[src/pkg/ist_pkg.sv]
// package for the i2c stop-condition trigger block
package ist_pkg;
	// clock rate and stop setup time
	localparam int CLK_MHZ = 100;
	localparam int STOP_SETUP_NS = 4000;
	localparam int STOP_SETUP_FAST_NS = 600;
	localparam int STOP_SETUP_CYC = (STOP_SETUP_NS * CLK_MHZ + 999) / 1000;
	localparam int STOP_SETUP_FAST_CYC = (STOP_SETUP_FAST_NS * CLK_MHZ + 999) / 1000;
	localparam int CNT_W = 10;
	// register offsets
	localparam logic [3:0] ADDR_CTRL = 4'h0;
	localparam logic [3:0] ADDR_STAT = 4'h1;
	// control register bit positions
	localparam int BIT_STOP = 0;
	localparam int BIT_START = 1;
	localparam int BIT_ACK_ENABLE_BIT = 2;
	localparam int BIT_WTIM = 3;
	localparam int BIT_LREL = 4;
	localparam int BIT_WREL = 5;
	localparam int BIT_EN = 6;
	localparam int BIT_RSV = 7;
	localparam int BIT_FAST = 8;
	localparam logic [15:0] CTRL_RESET = 16'h0000;
	// status bit positions
	localparam int ST_MASTER = 0;
	localparam int ST_TRC = 1;
	localparam int ST_STOPDET = 2;
	localparam int ST_ARBLOST = 3;
	localparam int ST_BUSY = 4;
	// stop generator states
	typedef enum logic [2:0] {
		IST_IDLE,
		IST_SDA_LOW,
		IST_SCL_REL,
		IST_SETUP,
		IST_SDA_REL
	} ist_state_t;
	// sampled bus lines
	typedef struct packed {
		logic scl;
		logic sda;
	} ist_lines_t;
endpackage

[src/design/ist_top.sv]
// stop condition trigger control with register port and serial line drive
//
// Summary of operation
// - trigger drives sda low, scl high, sda rises
// - eighth-clock wait: stop during ninth high
// - repeated set writes ignored until cleared
// - cleared on loss, stop, release, disable, reset
// - wait release in transmit at the ninth clock clears transmit, frees sda
// - stop and start triggers read back zero
//
// Added by the designer: the address map and the address-and-strobe port.
`timescale 1ns/10ps
module ist_top (
	// clock and reset
	input wire logic clk,
	input wire logic rst,
	// register port
	input wire logic [3:0] addr,
	input wire logic [15:0] wdata,
	input wire logic wr,
	input wire logic rd,
	output logic [15:0] rdata,
	// unit events from the surrounding serial engine
	input wire logic master_mode,
	input wire logic arb_lost,
	input wire logic transmit_set,
	input wire logic ninth_clock,
	input wire logic wait_eighth,
	// serial clock line, open drain
	input wire logic serial_clock_line_i,
	output logic serial_clock_line_o,
	output logic serial_clock_line_oe_n,
	// serial data line, open drain
	input wire logic serial_data_line_i,
	output logic serial_data_line_o,
	output logic serial_data_line_oe_n,
	// stop state
	output logic stop_trigger_o,
	output logic stop_detected_o
);
	logic [1:0] scl_sync_q;
	logic [1:0] sda_sync_q;
	logic scl_q;
	logic sda_q;
	ist_pkg::ist_lines_t lines;
	logic stop_trigger_q;
	logic ack_enable_bit_q;
	logic wait_timing_select_q;
	logic unit_enable_bit_q;
	logic reservation_disable_q;
	logic fast_q;
	logic transmit_receive_status_q;
	logic stop_det_q;
	logic arb_lost_q;
	logic sda_free_q;
	logic gen_sda_low;
	logic gen_scl_low;
	logic gen_busy;
	logic gen_busy_q;
	logic stop_seen;
	logic clear_stop;
	logic wr_ctrl;
	logic eighth_stop_q;
	logic gen_launch; // one-cycle start request to the sequencer
	logic unit_enable_next; // enable as it stands after this cycle's write

	// two-stage synchronisers for the bus lines, then a history stage
	always_ff @(posedge clk) begin
		if (rst) begin
			scl_sync_q <= 2'h3;
			sda_sync_q <= 2'h3;
			scl_q <= 1'b1;
			sda_q <= 1'b1;
		end else begin
			scl_sync_q <= {scl_sync_q[0], serial_clock_line_i};
			sda_sync_q <= {sda_sync_q[0], serial_data_line_i};
			scl_q <= scl_sync_q[1];
			sda_q <= sda_sync_q[1];
		end
	end

	// one driver for the whole carrier, scl in the upper field
	assign lines = {scl_sync_q[1], sda_sync_q[1]};
	// stop seen: sda rises while scl high
	assign stop_seen = lines.scl && scl_q && lines.sda && !sda_q;
	assign wr_ctrl = wr && (addr == ist_pkg::ADDR_CTRL);
	// release, disable, arbitration loss and detected stop all drop the trigger
	// enable written in the same write as stop must not cancel that stop
	assign unit_enable_next = wr_ctrl ? wdata[ist_pkg::BIT_EN] : unit_enable_bit_q;
	assign clear_stop = arb_lost || stop_seen || !unit_enable_next
		|| (wr_ctrl && wdata[ist_pkg::BIT_LREL]);

	// configuration bits written by software
	always_ff @(posedge clk) begin
		if (rst) begin
			ack_enable_bit_q <= ist_pkg::CTRL_RESET[ist_pkg::BIT_ACK_ENABLE_BIT];
			wait_timing_select_q <= ist_pkg::CTRL_RESET[ist_pkg::BIT_WTIM];
			unit_enable_bit_q <= ist_pkg::CTRL_RESET[ist_pkg::BIT_EN];
			reservation_disable_q <= ist_pkg::CTRL_RESET[ist_pkg::BIT_RSV];
			fast_q <= ist_pkg::CTRL_RESET[ist_pkg::BIT_FAST];
		end else if (wr_ctrl) begin
			ack_enable_bit_q <= wdata[ist_pkg::BIT_ACK_ENABLE_BIT];
			wait_timing_select_q <= wdata[ist_pkg::BIT_WTIM];
			unit_enable_bit_q <= wdata[ist_pkg::BIT_EN];
			reservation_disable_q <= wdata[ist_pkg::BIT_RSV];
			fast_q <= wdata[ist_pkg::BIT_FAST];
		end
	end

	// stop trigger: only software sets it, hardware events clear it
	always_ff @(posedge clk) begin
		if (rst) begin
			stop_trigger_q <= 1'b0;
		end else if (clear_stop) begin
			stop_trigger_q <= 1'b0;
		end else if (wr_ctrl && wdata[ist_pkg::BIT_STOP] && !stop_trigger_q) begin
			// a write while already set is dropped, no restart of the sequence
			stop_trigger_q <= 1'b1;
		end
	end

	// eighth-clock wait: stop is forced into the ninth clock high phase
	always_ff @(posedge clk) begin
		if (rst || clear_stop) begin
			eighth_stop_q <= 1'b0;
		end else if (wr_ctrl && wdata[ist_pkg::BIT_STOP] && !stop_trigger_q) begin
			eighth_stop_q <= !wait_timing_select_q && wait_eighth;
		end else if (gen_busy) begin
			eighth_stop_q <= 1'b0;
		end
	end

	// an eighth-clock stop keeps its launch back until the ninth clock
	assign gen_launch = stop_trigger_q && !gen_busy_q && (!eighth_stop_q || ninth_clock);

	// launched flag: one sequence per trigger, dropped together with the trigger
	always_ff @(posedge clk) begin
		if (rst) begin
			gen_busy_q <= 1'b0;
		end else begin
			gen_busy_q <= (gen_busy_q || gen_launch) && !clear_stop;
		end
	end

	ist_stop_gen u_gen (
		.clk(clk),
		.rst(rst),
		.start_i(gen_launch),
		.abort_i(clear_stop),
		.fast_i(fast_q),
		.lines_i(lines),
		.sda_low_o(gen_sda_low),
		.scl_low_o(gen_scl_low),
		.busy_o(gen_busy)
	);

	// transmit status and data line release on wait release
	always_ff @(posedge clk) begin
		if (rst || !unit_enable_bit_q) begin
			transmit_receive_status_q <= 1'b0;
			sda_free_q <= 1'b1;
		end else if (transmit_set) begin
			// hardware set wins; the shifter owns the data line until wait release
			transmit_receive_status_q <= 1'b1;
			sda_free_q <= 1'b0;
		end else if (wr_ctrl && wdata[ist_pkg::BIT_WREL] && transmit_receive_status_q
			&& ninth_clock) begin
			transmit_receive_status_q <= 1'b0;
			sda_free_q <= 1'b1;
		end
	end

	// sticky stop-detected and arbitration flags, set wins over clear by read
	always_ff @(posedge clk) begin
		if (rst) begin
			stop_det_q <= 1'b0;
			arb_lost_q <= 1'b0;
		end else begin
			stop_det_q <= stop_seen || (stop_det_q && !(rd && addr == ist_pkg::ADDR_STAT));
			arb_lost_q <= arb_lost || (arb_lost_q && !(rd && addr == ist_pkg::ADDR_STAT));
		end
	end

	// open-drain drive, enable low while pulling low
	always_ff @(posedge clk) begin
		if (rst) begin
			serial_clock_line_o <= 1'b0;
			serial_clock_line_oe_n <= 1'b1;
			serial_data_line_o <= 1'b0;
			serial_data_line_oe_n <= 1'b1;
		end else begin
			serial_clock_line_o <= 1'b0;
			serial_clock_line_oe_n <= !gen_scl_low;
			serial_data_line_o <= 1'b0;
			serial_data_line_oe_n <= !(gen_sda_low && sda_free_q);
		end
	end

	// status outputs
	always_ff @(posedge clk) begin
		if (rst) begin
			stop_trigger_o <= 1'b0;
			stop_detected_o <= 1'b0;
		end else begin
			stop_trigger_o <= stop_trigger_q;
			stop_detected_o <= stop_det_q;
		end
	end

	// read data one cycle after the strobe; trigger bits always read zero
	always_ff @(posedge clk) begin
		if (rst) begin
			rdata <= 16'h0000;
		end else if (rd && addr == ist_pkg::ADDR_CTRL) begin
			rdata <= 16'h0000;
			rdata[ist_pkg::BIT_STOP] <= 1'b0;
			rdata[ist_pkg::BIT_START] <= 1'b0;
			rdata[ist_pkg::BIT_ACK_ENABLE_BIT] <= ack_enable_bit_q;
			rdata[ist_pkg::BIT_WTIM] <= wait_timing_select_q;
			rdata[ist_pkg::BIT_EN] <= unit_enable_bit_q;
			rdata[ist_pkg::BIT_RSV] <= reservation_disable_q;
			rdata[ist_pkg::BIT_FAST] <= fast_q;
		end else if (rd && addr == ist_pkg::ADDR_STAT) begin
			rdata <= 16'h0000;
			rdata[ist_pkg::ST_MASTER] <= master_mode;
			rdata[ist_pkg::ST_TRC] <= transmit_receive_status_q;
			rdata[ist_pkg::ST_STOPDET] <= stop_det_q;
			rdata[ist_pkg::ST_ARBLOST] <= arb_lost_q;
			rdata[ist_pkg::ST_BUSY] <= gen_busy;
		end else begin
			rdata <= 16'h0000;
		end
	end
endmodule

[src/design/ist_stop_gen.sv]
// stop condition sequencer that drives the serial lines
`timescale 1ns/10ps
module ist_stop_gen (
	// clock and reset
	input wire logic clk,
	input wire logic rst,
	// control
	input wire logic start_i,
	input wire logic abort_i,
	input wire logic fast_i,
	input wire ist_pkg::ist_lines_t lines_i,
	// line drive requests and state
	output logic sda_low_o,
	output logic scl_low_o,
	output logic busy_o
);
	ist_pkg::ist_state_t state_q;
	logic [ist_pkg::CNT_W-1:0] cnt_q;
	logic [ist_pkg::CNT_W-1:0] setup_cyc;

	// setup interval follows the chosen bus speed
	assign setup_cyc = fast_i ? ist_pkg::CNT_W'(ist_pkg::STOP_SETUP_FAST_CYC)
		: ist_pkg::CNT_W'(ist_pkg::STOP_SETUP_CYC);

	// sequence: pull sda low, release scl, wait setup, release sda
	always_ff @(posedge clk) begin
		if (rst || abort_i) begin
			state_q <= ist_pkg::IST_IDLE;
			cnt_q <= '0;
		end else begin
			case (state_q)
				ist_pkg::IST_IDLE: begin
					if (start_i) begin
						state_q <= ist_pkg::IST_SDA_LOW;
					end
				end
				ist_pkg::IST_SDA_LOW: begin
					// sda low while scl still low, so no false start
					if (!lines_i.sda) begin
						state_q <= ist_pkg::IST_SCL_REL;
					end
				end
				ist_pkg::IST_SCL_REL: begin
					// clock stretching by a slave is honoured here
					if (lines_i.scl) begin
						state_q <= ist_pkg::IST_SETUP;
						cnt_q <= '0;
					end
				end
				ist_pkg::IST_SETUP: begin
					if (cnt_q >= setup_cyc - 1'b1) begin
						state_q <= ist_pkg::IST_SDA_REL;
					end else begin
						cnt_q <= cnt_q + 1'b1;
					end
				end
				ist_pkg::IST_SDA_REL: begin
					state_q <= ist_pkg::IST_IDLE;
				end
				default: begin
					state_q <= ist_pkg::IST_IDLE;
				end
			endcase
		end
	end

	// line requests from state
	assign sda_low_o = (state_q == ist_pkg::IST_SDA_LOW) || (state_q == ist_pkg::IST_SCL_REL)
		|| (state_q == ist_pkg::IST_SETUP);
	assign scl_low_o = (state_q == ist_pkg::IST_SDA_LOW);
	assign busy_o = (state_q != ist_pkg::IST_IDLE);
endmodule

[config.mk]
export PLATFORM = sky130hd
export DESIGN_NAME = ist_top
export DESIGN_NICKNAME = d
export VERILOG_FILES = /design/src/pkg/ist_pkg.sv /design/src/design/ist_top.sv /design/src/design/ist_stop_gen.sv
export SDC_FILE = /design/constraint.sdc
export NUM_CORES = 1
export LEC_CHECK = 0
export BUFFER_PORTS_ARGS = -buffer_cell sky130_fd_sc_hd__buf_2
export CORE_MARGIN = 2
export CORE_UTILIZATION = 50
export DETAILED_ROUTE_END_ITERATION = 12
export GPL_TIMING_DRIVEN = 0
export PLACE_DENSITY = 0.73
export SETUP_SLACK_MARGIN = 0.1
export SKIP_LAST_GASP = 1
export SLEW_MARGIN = 25
export SYNTH_ARGS = -nofsm -noshare
export SYNTH_HDL_FRONTEND = slang
export SYNTH_HIERARCHICAL = 1
export SYNTH_SLANG_ARGS = --single-unit
[constraint.sdc]
create_clock -name clk -period 3.1 [get_ports clk]
set_clock_uncertainty 0.15 [all_clocks]
set_input_delay 0.155 -clock clk [delete_from_list [all_inputs] [get_ports clk]]
set_output_delay 0.155 -clock clk [all_outputs]
set_load 0.05 [all_outputs]
==> results.yml, run 1 <==
worst_setup_path:
  slowest_delay_ns: 0.51
  crit_path_end_kind: "flip-flop"
  r2r_setup_slack_ns: 0.80
  start_kind: "input port"
  cp_top_family: "simple AND/OR/NAND/NOR gates"
  path_cells: "dlygate4sd3_1 -> buf_2 -> or4b_4 -> a211o_1 -> or2_2 -> buf_2 -> nor2_1 -> nand2_1 -> nor3_1 -> a21o_1"
  critPathMaxFanout: 5
  cpMostUsedCell: "buf_2"
  path_class: "input port to flip-flop"
  required_ns: 3.18
  crit_buf_inv: 3
  cp_slowest_cell: "dlygate4sd3_1"
  arrival_ns: 2.63
logic_synthesis:
  async_flop_share_pct: 0
  ys_top_cells_by_count: "dfxtp_1 (43), nand2_1 (25), nor2_1 (15)"
  seq_area_frac_synth_pct: 44.16
  synth_area_mm2: 0.001949
  ys_ff_latch: 43
  synth_top_flop_cell: "dfxtp_1"
  synth_edf_count: 0
  ys_top_cells_by_area: "dfxtp_1 (44%), nand2_1 (4.8%), buf_4 (3.9%)"
  synth_top_area_share_pct: 44.16
  synth_top_cell_by_area: "dfxtp_1"
  netlist_instances: 215
  synth-warning-count: 6
  yosys.cell_types.count: 48
  syn_avg_cell_area_um2: 9.067
  synth_most_common_cell: "dfxtp_1"
cts:
  clk_latency_ns: 0.29
  clockRootBuffer: "clkbuf_8"
  clkSlewWorstSetupHoldPaths_ns: 0.07
  cts_buffers: 5
  clk_path_buf_depth: 2
  cts_sinks: 43
  cts_resized: 0
  cts_tree: "yes"
  htree_levels: 2
  cts_setup_buffers: 0
power_and_ir_drop:
  power_mw: 0.9832
  sw_frac_of_total_pct: 23.55
  p_sw_mw: 0.2316
  intPower_mw: 0.7517
  cellPowerDensity_mw_per_mm2: 406.5
  p_comb_share_pct: 8.8
  seqPwrFrac_pct: 57.0
  clock_power_share_pct: 34.2
  vdd_drop_max_mv: 0.3630
  p_leak_nw: 1.026
outcome:
  status: "complete, no violations"
die:
  ios: 53
  start_util_pct: 52.46
  rows: 22
  die_w_um: 66.44
  fp.dieArea_mm2: 0.004414
  placeableCoreArea_mm2: 0.003716
  fp.dieH_um: 66.44
sta:
  relSlewSlack_pct: 63.08
  finalCriticalPeriod_ns: 2.555
  hold_viol_final: 0
  setup-tns-final_ns: 0
  finalSetupViolCount: 0
  grt_setup_unrepaired: "false"
  report.final.slew_viol_count: 0
  min_period_over_period_pct: 82.41
  fmaxAchievable_mhz: 391.4
  worst_pin_slew_ns: 0.5496
detailed_routing:
  drc: 0
  antenna_left: 0
  drt-initial-drc-count: 110
  vias: 1654
  wirelength_um: 3876
  wl_per_cell_um: 11.89
  firstDrtPassIters: 4
  viasPerCell: 5.074
cells_and_area:
  fin_util_pct: 65.08
  multi_input_area_um2: 992.2
  nets: 314
  fillers: 328
  ff_latch_area_um2: 860.8
  diodes: 0
  drive_gt1_share_pct: 26.98
  areaGrowthSynthToFinish_pct: 24.07
place:
  dp_hpwl_um: 2853
  globalplace.congestion: 0.8461
  port_buffers: 34
global_route:
  antenna_found_initial: 0
  grt_max_degree: 14
  grt_pass1_wl_um: 6555
  grt_overflow_total: 0
  grtUsageTotal_pct: 19.40
  grt_pass1_vias: 1518
worst_hold_path:
  hold_class: "input port to flip-flop"
job:
  cap_violations: 0
-- per-layer routing --
metal	routed length, µm	vias up	GRT usage (%)	share of wire (%)
met5	0	-	0	0
met4	17	0	5.357	0.44
met3	172	2	4.089	4.4
met2	1817	37	33.00	47
met1	1869	757	24.66	48
li1	-	858	-	-
-- power groups by stage --
stage	Combinational, mW	Sequential [mW]	Clock (mW)
finish	0.0869	0.560	0.336
global placement	0.0736	0.573	0
floorplan	0.0517	0.574	0
global route	0.0936	0.561	0.365
detailed placement	0.0741	0.573	0
CTS	0.0857	0.560	0.345
-- state kept, by name, indices dropped and copies added (netlist names), 2 cells and up --
register,count
u_gen/cnt_q,10
rdata,8
u_gen/state_q,3
scl_sync_q,2
sda_sync_q,2
-- worst register-to-register path: cells and delay by family, from the launching register on --
family | cells | cell delay [ns]
DFF | 1 | 0.45
AOI/OAI and AO/OA | 3 | 0.69
and+or+nand+nor | 2 | 0.53
buffers and inverters | 1 | 0.10
adders and majority gates | 1 | 0.31
-- cells by family (layout without fill, tap and decap cells) --
| logic type | after synthesis | after routing | share of synthesized area, % |
|---|---|---|---|
| flip-flops | 43 | 43 | 44.16 |
| other | 1 | 10 | 0.1924 |
| AND/OR/NAND/NOR | 99 | 99 | 27.86 |
| adder cells (fa/ha/maj) | 6 | 6 | 3.851 |
| buffers and inverters | 21 | 75 | 6.675 |
| AO/OA/AOI/OAI | 43 | 43 | 16.24 |
| multiplexers | 2 | 2 | 1.027 |
-- what timing repair did --
item                                    in CTS  in global routing
endpoints found under the setup margin       0                  0
hold endpoints to repair                    13                  0
hold buffers                                12                  0
-- final timing paths --
| kind | from | to | cells past startpoint |
|---|---|---|---|
| setup / recovery | wdata[6] | u_gen/cnt_q[7] | 10 |
| hold / removal | wdata[5] | sda_free_q | 3 |
| setup reg to reg | fast_q | u_gen/cnt_q[8] | 7 |
| hold reg to reg | scl_sync_q[0] | scl_sync_q[1] | 1 |
-- placed cells by master (no fill, tap or decap), drive strengths merged, types with 5 or more instances in the layout --
master and instances:
nor2 15, dlygate4sd3 12, nand3 8, buf 47, clkbuf 9, a21oi 14
nor3 9, nor2b 6, conb 10, or3 5, o21ai 7, ha 6
nand2 26, dfxtp 43, inv 5, or2 9, and2 7
-- through the flow --
step           worst slack, ns  hold WS, ns  std cells  area [µm²]
4_1_cts                 0.5615      0.05724        326        2419
3_3_place_gp            0.3297       0.1883        306        2213
5_1_grt                 0.3696      0.08184        326        2419
2_1_floorplan           0.5518       0.1038        224        1983
6_report                0.5452      0.06813        326        2419
3_5_place_dp            0.3125       0.1907        306        2213
-- layout make-up --
cell class,count,share of cell area [%]
buffer,16,4.604
clock buffer,6,3.001
clock inverter,2,0.5173
inverter,5,0.7760
multi-input combinational,160,41.02
sequential,43,35.59
tap,48,2.483
timing repair buffer,46,12.00
Note: power is estimated with default switching activity, not from simulation.
==> inputs of run 2 (changes only) <==
Settings changed: CORE_UTILIZATION 50 to 46, PLACE_DENSITY 0.73 to 0.7.
Clock period 3.1 ns to 2.21 ns, I/O delays scaled along.
==> run 2 against run 1 <==
Flip-flop and latch count did not move. Total power grew 41%. Sequential power increased by 40%. Sequential share of layout area shrank 3.1 points. Critical endpoint is now u_gen/cnt_q[5]. Utilization rose by 1.3 points. Critical path depth stayed put. Non-clock buffer count grew 12.
==> results.yml, run 2 (synthesis gave the netlist of run 1 again) <==
outcome:
  status: "complete, no violations"
cells_and_area:
  final_cell_mix: "dfxtp_1 (38), buf_2 (33), nand2_1 (24)"
  fillers: 335
  diodes: 0
  finalNonFillerCells: 339
  reg_top3: "u_gen/cnt_q: 10 flops, rdata: 8 flops, u_gen/state_q: 3 flops"
  largest_reg_flops: 10
  nets: 326
  regMostFlops: "u_gen/cnt_q"
  final_cell_area_mm2: 0.002675
  fin_util_pct: 66.40
  areaGrowthSynthToFinish_pct: 37.23
  drive_gt1_share_pct: 37.37
  layout_commonest_cell: "dfxtp_1"
global_route:
  grt_overflow_total: 0
  grt_pass1_vias: 1558
  antenna_found_initial: 0
  grtUsageTotal_pct: 17.72
  grt_pass1_wl_um: 6775
  grt_max_degree: 14
sta:
  relSlewSlack_pct: 60.76
  setup-tns-final_ns: 0
  worst_pin_slew_ns: 0.5841
  hold_viol_final: 0
  layout_setup_ws_ns: 0.06762
  grt_setup_unrepaired: "true"
  finalCriticalPeriod_ns: 2.142
  fmaxAchievable_mhz: 466.8
  min_period_over_period_pct: 96.94
  report.final.slew_viol_count: 0
  finalSetupViolCount: 0
  whs_ns: 0.02447
detailed_routing:
  viasPerCell: 5.068
  wl_per_cell_um: 12.60
  drt-initial-drc-count: 52
  antenna_left: 0
  vias: 1718
  wirelength_um: 4271
  firstDrtPassIters: 4
  drc: 0
place:
  dpl.cell_count: 308
  post-place-ws_ns: -0.2920
  globalplace.congestion: 0.7651
  postPlaceCellArea_mm2: 0.002266
  port_buffers: 34
  dp_hpwl_um: 2920
worst_setup_path:
  critPathCapture: "u_gen/cnt_q[5]"
  r2r_start: "fast_q"
  required_ns: 2.28
  path_class: "input port to flip-flop"
  r2r_end: "u_gen/cnt_q[3]"
  crit_path_start: "addr[3]"
  critPathMaxFanout: 8
  crit_path_end_kind: "flip-flop"
  r2r_setup_slack_ns: 0.12
  arrival_ns: 2.21
  reg2reg_depth: 7
  start_kind: "input port"
die:
  rows: 23
  fp.dieH_um: 69.10
  ios: 53
  start_util_pct: 48.39
  fp.dieArea_mm2: 0.004775
  placeableCoreArea_mm2: 0.004029
  die_w_um: 69.10
power_and_ir_drop:
  power_mw: 1.384
  vdd_drop_max_mv: 0.3898
  cellPowerDensity_mw_per_mm2: 517.3
  p_leak_nw: 1.113
cts:
  clk_path_buf_depth: 2
  htree_levels: 2
  cts_buffers: 5
  cts_sinks: 43
  clkSlewWorstSetupHoldPaths_ns: 0.08
  clk_latency_ns: 0.29
  cts_tree: "yes"
  clockRootBuffer: "clkbuf_8"
job:
  cap_violations: 0
worst_hold_path:
  hold_class: "input port to flip-flop"
run 2: cell count changes in the layout (fill, tap and decap cells not counted), sizes merged:
cell / previous run / this run
clkinv: 1 / 2
clkbuf: 9 / 8
clkinvlp: 1 / 0
buf: 47 / 59
run 2: area by class of cell:
class	instances	area [µm²]	area share, %
clock buffers	5	68.82	2.572
repair buffers	58	414.1	15.48
well taps	50	62.56	2.339
multi-input cells	160	1096	40.97
clock inverters	2	13.76	0.5145
plain buffers	16	128.9	4.818
flip-flops and latches	43	869.6	32.51
inverters	5	21.27	0.7951
run 2: worst min path at each step:
stage                           endpoint  cells past startpoint  slack, ns                start
6_report                      sda_free_q                      3       0.02             wdata[5]
5_1_grt        transmit_receive_status_q                      3       0.02             wdata[5]
4_1_cts                         rdata[1]                      3       0.02                   rd
3_5_place_dp               scl_sync_q[0]                      2       0.15  serial_clock_line_i
3_3_place_gp               scl_sync_q[0]                      2       0.14  serial_clock_line_i
2_1_floorplan                 sda_free_q                      1       0.06         transmit_set
run 2: repair_timing:
action	in CTS	in global routing
cloned	0	1
hold endpoints to repair	13	0
setup buffers	5	6
resized for setup	6	16
hold buffers	12	0
pin swaps	8	10
endpoints found under the setup margin	11	13
run 2: worst max-delay path, stage by stage:
cell	delay, ns
buf_6	0.09
or3_4	0.38
or4b_4	0.53
a211o_1	0.33
or2_4	0.23
buf_6	0.13
buf_8	0.13
nor4_2	0.12
nand2_1	0.08
nand3_1	0.07
run 2: layer usage:
layer | GRT usage, % | vias to the layer above | wire, µm
met4 | 6.100 | 0 | 87
met5 | 0 | - | 0
met1 | 21.52 | 786 | 1919
met3 | 5.409 | 8 | 211
met2 | 29.70 | 46 | 2052
li1 | - | 878 | -
run 2: where the power goes:
group | total, mW | internal, mW | switching, mW
logic | 0.128 | 0.0567 | 0.0715
registers | 0.785 | 0.781 | 0.00421
clock network | 0.471 | 0.216 | 0.255
